===== config.mk =====
export PLATFORM = sky130hd
export DESIGN_NAME = hpb_host_port
export DESIGN_NICKNAME = d
export VERILOG_FILES = /design/src/design/hpb_pkg.sv /design/src/design/hpb_addr_latch.sv /design/src/design/hpb_host_port.sv
export SDC_FILE = /design/constraint.sdc
export NUM_CORES = 1
export LEC_CHECK = 0
export BUFFER_PORTS_ARGS = -buffer_cell sky130_fd_sc_hd__clkbuf_2
export CAP_MARGIN = 20
export CORE_AREA = 2 2 68 70
export DETAILED_ROUTE_END_ITERATION = 12
export DIE_AREA = 0 0 70 72
export GPL_ROUTABILITY_DRIVEN = 0
export HOLD_SLACK_MARGIN = 0.12
export PLACE_DENSITY = 0.78
export SYNTH_ARGS = -nofsm -noshare
export SYNTH_HDL_FRONTEND = slang
export SYNTH_HIERARCHICAL = 1
export SYNTH_SLANG_ARGS = --single-unit

===== constraint.sdc =====
create_clock -name core_clk_i -period 1.5 [get_ports core_clk_i]
set_input_delay 0.225 -clock core_clk_i [delete_from_list [all_inputs] [get_ports core_clk_i]]
set_output_delay 0.225 -clock core_clk_i [all_outputs]
set_load 0.01 [all_outputs]

===== src/design/hpb_pkg.sv =====
package hpb_pkg;
	// Address and data widths of the parallel port
	localparam int HPB_ADDR_W = 8;
	localparam int HPB_DATA_W = 16;
	localparam int HPB_BYTE_W = 8;
	// Bus style codes seen on the style-select input
	localparam logic HPB_STYLE_SEP = 1'b0;
	localparam logic HPB_STYLE_STROBE = 1'b1;
	// Width codes seen on the width-select input
	localparam logic HPB_WIDTH_8 = 1'b0;
	localparam logic HPB_WIDTH_16 = 1'b1;
	// Direction input level that means a read in the data-strobe style
	localparam logic HPB_DIR_READ = 1'b1;
	// Pull-high value driven onto unused upper data lines
	localparam logic [7:0] HPB_UPPER_PULL = 8'hFF;
	// Reset value of the latched address
	localparam logic [7:0] HPB_ADDR_RST = 8'h00;
	// Access state machine codes, one-hot
	typedef enum logic [2:0] {
		HPB_IDLE = 3'b001,
		HPB_READ = 3'b010,
		HPB_WRITE = 3'b100
	} hpb_state_t;
endpackage


===== src/design/hpb_addr_latch.sv =====
`timescale 1ns/1ps
// Captures the register address on the falling edge of the latch strobe
module hpb_addr_latch
	import hpb_pkg::*;
(
	// Clock and reset
	input wire logic core_clk_i,
	input wire logic rst_i,
	// Address side
	input wire logic addr_latch_i,
	input wire logic [HPB_ADDR_W-1:0] addr_i,
	// Latched address
	output logic [HPB_ADDR_W-1:0] addr_o
);
	logic ale_d_ff;
	logic [HPB_ADDR_W-1:0] addr_ff;
	wire ale_fall = ale_d_ff & ~addr_latch_i;
	// Strobe history starts high, as the pin idles pulled up
	always_ff @(posedge core_clk_i) begin
		if (rst_i) begin
			ale_d_ff <= 1'b1;
			addr_ff <= HPB_ADDR_RST;
		end else begin
			ale_d_ff <= addr_latch_i;
			if (ale_fall) begin
				addr_ff <= addr_i; // RQ1
			end
		end
	end
	// With the strobe held high the address pins pass straight through
	assign addr_o = (ale_d_ff & addr_latch_i) ? addr_i : addr_ff; // RQ2
endmodule // hpb_addr_latch


===== src/design/hpb_host_port.sv =====
`timescale 1ns/1ps
// Behaviour
// (RQ1) Capture eight-bit address on falling edge of the latch strobe.
// (RQ2) Latch strobe held high means address inputs are used directly.
// (RQ3) First style: selected read strobe drives addressed register onto data bus.
// (RQ4) First style: selected write strobe loads addressed register from data bus.
// (RQ5) Second style: one data strobe times every read and write.
// (RQ6) Second style: direction input tells read from write.
// (RQ7) Style-select low picks separate strobes, high picks data strobe.
// (RQ8) Only take part in accesses while active-low select is low. A write strobe still held when select rises is committed in that cycle.
// (RQ9) Width select: 8-bit low byte or 16-bit; 8-bit upper lines read high.
// (RQ10) Second style: direction high is read, low is write.
module hpb_host_port
	import hpb_pkg::*;
#(
	parameter int ADDR_W = HPB_ADDR_W,
	parameter int DATA_W = HPB_DATA_W
) (
	// Clock and reset
	input wire logic core_clk_i,
	input wire logic rst_i,
	// Mode straps
	input wire logic bus_style_select_i,
	input wire logic bus_width_select_i,
	// Processor control strobes, active low except the latch strobe
	input wire logic chip_sel_n_i,
	input wire logic addr_latch_i,
	input wire logic read_n_i,
	input wire logic write_n_i,
	// Processor address and data
	input wire logic [ADDR_W-1:0] addr_i,
	input wire logic [DATA_W-1:0] data_i,
	output logic [DATA_W-1:0] data_o,
	output logic data_oe_n_o,
	// Register file side
	output logic [ADDR_W-1:0] reg_addr_o,
	output logic reg_rd_o,
	output logic reg_wr_o,
	output logic [DATA_W-1:0] reg_wdata_o,
	input wire logic [DATA_W-1:0] reg_rdata_i
);
	hpb_state_t state_ff;
	hpb_state_t nxt_state;
	logic [DATA_W-1:0] rdata_ff;
	logic [DATA_W-1:0] wdata_ff;
	logic [ADDR_W-1:0] addr_lat;

	// Fold bus width onto a data word: 8-bit mode forces upper byte high
	function automatic logic [DATA_W-1:0] fold_width(input logic wide, input logic [DATA_W-1:0] d);
		fold_width = wide ? d : {HPB_UPPER_PULL, d[HPB_BYTE_W-1:0]}; // RQ9
	endfunction

	hpb_addr_latch hpb_addr_latch_inst (
		.core_clk_i(core_clk_i),
		.rst_i(rst_i),
		.addr_latch_i(addr_latch_i),
		.addr_i(addr_i),
		.addr_o(addr_lat)
	);

	// Strobe decode for both styles; pins stay named by first-style role
	wire selected = ~chip_sel_n_i; // RQ8
	wire style_strobe = (bus_style_select_i == HPB_STYLE_STROBE); // RQ7
	wire data_strobe = ~read_n_i; // RQ5
	wire dir_read = (write_n_i == HPB_DIR_READ); // RQ6 RQ10
	wire rd_req = selected & (style_strobe ? (data_strobe & dir_read) : ~read_n_i); // RQ3
	wire wr_req = selected & (style_strobe ? (data_strobe & ~dir_read) : ~write_n_i); // RQ4
	wire wide = (bus_width_select_i == HPB_WIDTH_16);

	// One register access per strobe; a write commits on the strobe's end
	always_comb begin
		nxt_state = state_ff;
		unique case (state_ff)
			HPB_IDLE: begin
				if (rd_req) nxt_state = HPB_READ;
				else if (wr_req) nxt_state = HPB_WRITE;
			end
			HPB_READ: begin
				if (!rd_req) nxt_state = HPB_IDLE;
			end
			HPB_WRITE: begin
				if (!wr_req) nxt_state = HPB_IDLE;
			end
			default: nxt_state = HPB_IDLE;
		endcase
	end

	always_ff @(posedge core_clk_i) begin
		if (rst_i) begin
			state_ff <= HPB_IDLE;
		end else begin
			state_ff <= nxt_state;
		end
	end

	// Read data follows the register while the strobe is held
	always_ff @(posedge core_clk_i) begin
		if (rst_i) begin
			rdata_ff <= '0;
			wdata_ff <= '0;
		end else begin
			if (rd_req) rdata_ff <= fold_width(wide, reg_rdata_i); // RQ3 RQ9
			if (wr_req) wdata_ff <= fold_width(wide, data_i); // RQ4 RQ9
		end
	end

	// Drivers on only during a selected read that has been served
	assign data_oe_n_o = ~(rd_req & (state_ff == HPB_READ)); // RQ3 RQ8
	assign data_o = rdata_ff;
	assign reg_addr_o = addr_lat;
	assign reg_rd_o = rd_req & (state_ff == HPB_IDLE);
	// Write strobe ends: data captured in the last held cycle is committed
	assign reg_wr_o = (state_ff == HPB_WRITE) & ~wr_req; // RQ4
	assign reg_wdata_o = wdata_ff;
endmodule // hpb_host_port


==> impl_metrics.yaml <==
grt:
  antenna_found_initial: 0
  grt_first_pass_wirelength_mm: 7.91
  grt.total_usage_pct: 19.1
  overflow: 0
  grt_pass1_vias: 1771
  grt_max_degree: 18
synth:
  synth_xor_area_share_pct: 0.451
  syn_nets: 258
  synth-adder-area-share_pct: 0
  synth_compound_area_share_pct: 17.9
  synthCells: 210
  synth_edf_count: 0
  synth-simple-area-share_pct: 26.0
  postSynth.asyncResetShare_pct: 0
  ys_ff_latch: 44
  synth_top_family_by_area: "simple AND/OR/NAND/NOR gates"
  synthMuxAreaShare_pct: 4.64
  synth-warning-count: 6
  synth_ff_type: "dfxtp_1"
  ys_seq_area_share_pct: 45.4
  syn_area_um2: 1940
  avgSynthCellArea_um2: 9.25
  synth.distinct_cells: 35
timing:
  hold_viol: 0
  setup_viol: 1
  period_share_pct: 100
  setup_tns_ps: -2.97
  max_freq_ghz: 0.665
  relSlewSlack_pct: 60.7
  min_period_ps: 1500
  tightest_slew_ps: 589
  rsz0062_at_grt: "yes"
  worst_slack_ps: -2.97
  holdWs_ps: 148
  slew_viol_final: 0
  fin_skew_ps: 3.27
drt:
  firstDrtPassIters: 4
  drc: 0
  wl_per_cell_um: 13.3
  wirelength_mm: 4.81
  drt-initial-drc-count: 120
  vias: 1869
  viasPerCell: 5.18
  ant_nets: 0
worst_setup_path:
  crit_chain: "or4b_4, buf_6"
  cpMaxStageDelayCell: "or4b_4"
  crit_buf_inv: 1
  required_ps: 1270
  critPathMaxFanout: 2
  critPathTopFamily: "simple AND/OR/NAND/NOR gates"
  slowest_delay_ps: 530
  end_kind: "output port"
  cp-start-kind: "register"
  cp.arrival_ps: 1280
  crit_type: "register to output port"
clocking:
  root_buffer: "clkbuf_8"
  clk_pin_slew_ps: 80
  cts.sinks: 44
  cts_buffers: 5
  clk_latency_ps: 290
  h-tree-depth: 2
  ctsHoldBuffers: 0
  cts_tree: "yes"
  cts_buffer_depth: 2
place:
  portBuffers: 90
  dp.cells: 351
  dp_hpwl_mm: 3.44
  preCtsSetupSlack_ps: 36.1
  place_area_um2: 2480
final_layout:
  syn2layout_area_growth_pct: 34.7
  num-fill-cells: 403
  antenna_cells: 0
  instances_no_fill: 361
  nNetsFinal: 356
  drive_gt1_share_pct: 44.0
  final_area_um2: 2620
status:
  status: "finished with violations"
  violations: "negative setup slack"
floorplanning:
  fp.dieW_um: 70
  start_util_pct: 45.5
  die_area_um2: 5040
  coreArea_um2: 4260
  die_h_um: 72
  io_pins: 91
  row_count: 24
power:
  p_leak_nw: 1.15
  peakVddDrop_v: 0.000481
  power_density_nw_per_um2: 946
min_path:
  min_path_type: "primary input to register"
flow_run:
  drv_cap: 0
state kept, by name, summed over array words and instances (netlist names):
name / count
reg_wdata_o: 16
state_ff: 3
hpb_addr_latch_inst/ale_d_ff: 1
hpb_addr_latch_inst/addr_ff: 8
data_o: 16
cells by family after synthesis:
kind of cell           after synthesis
AND/OR/NAND/NOR                     81
AO/OA/AOI/OAI                       54
flip-flops                          44
buffers and inverters               22
multiplexers                         8
XOR/XNOR                             1
worst min-delay path, stage by stage:
cell,delay (ps)
clkbuf_2,80
nand2_1,40
a21oi_1,50
layout by cell type, fill, tap and decap left out, drive strengths merged, types with 2 or more instances in the layout:
cell type,instances
nor3,9
nand3,8
a311oi,8
nand2b,10
nor2,10
dfxtp,44
nand4bb,8
buf,17
nor3b,8
nand2,18
clkbuf,95
mux2,8
and2b,2
inv,8
o21ai,18
a21oi,24
nor4b,3
or2,2
Yosys cell counts (2+ instances only):
library cell  number  area [um^2]
mux2_2             8         90.1
o21ai_1           14         70.1
nand4bb_1          8         90.1
a21oi_1           24          120
nor3b_1            8         60.1
clkbuf_1           6         22.5
a311oi_2           2         30.0
nand2_1           16         60.1
nand2b_1          10         62.6
buf_4              4         30.0
inv_1              8         30.0
buf_2              3         15.0
o21ai_0            4         20.0
nand3_1            8         40.0
a311oi_1           6         52.6
nor3_1             9         45.0
nor2_1             8         30.0
nor4b_1            3         26.3
nand2_4            2         22.5
dfxtp_1           44          881
area by class of cell:
cell class                 count  area [um^2]  share of cell area, %
clock buffer                   7         86.3                   3.30
clock inverter                 1         7.51                  0.287
tap                           52         65.1                   2.49
inverter                       8         30.0                   1.15
timing repair buffer         105          569                   21.8
sequential                    44          891                   34.1
multi-input combinational    144          966                   36.9
power breakdown:
part | switching, W | internal [W] | total [W]
combinational | 0.000230 | 0.000212 | 0.000442
sequential | 0.0000354 | 0.00123 | 0.00127
clock | 0.000390 | 0.000374 | 0.000764
final timing paths:
path              depth (start not counted)  slack, ps                          end                         from
setup / recovery                          2         -3                  data_oe_n_o     state_ff[2]$_SDFFE_PP0P_
setup reg to reg                          4        360     state_ff[0]$_SDFFE_PP1P_     state_ff[1]$_SDFFE_PP0P_
hold / removal                            3        150  reg_wdata_o[6]$_SDFFE_PP0P_                    data_i[6]
hold reg to reg                           2        460  reg_wdata_o[0]$_SDFFE_PP0P_  reg_wdata_o[0]$_SDFFE_PP0P_
timing repair:
item | 4_1_cts | 5_1_grt
setup buffers | 1 | 1
endpoints found under the setup margin | 2 | 6
gates cloned | 0 | 0
endpoints found under the hold margin | 0 | 0
pin swaps | 1 | 0
resized for setup | 4 | 8
through the flow:
step,utilization (%),power [W]
floorplan,-,0.00154
global placement,58.1,0.00172
detailed placement,58.1,0.00173
CTS,60.6,0.00249
global route,61.3,0.00258
finish,61.3,0.00247
per-layer routing:
layer | track usage, % | wire (um) | up-vias
met1 | 24.2 | 2230 | 864
met3 | 3.61 | 295 | 2
li1 | - | - | 946
met4 | 5.13 | 17 | 0
met5 | 0 | 0 | -
met2 | 33.8 | 2260 | 57
No activity file was read; power rests on OpenSTA's default activity.
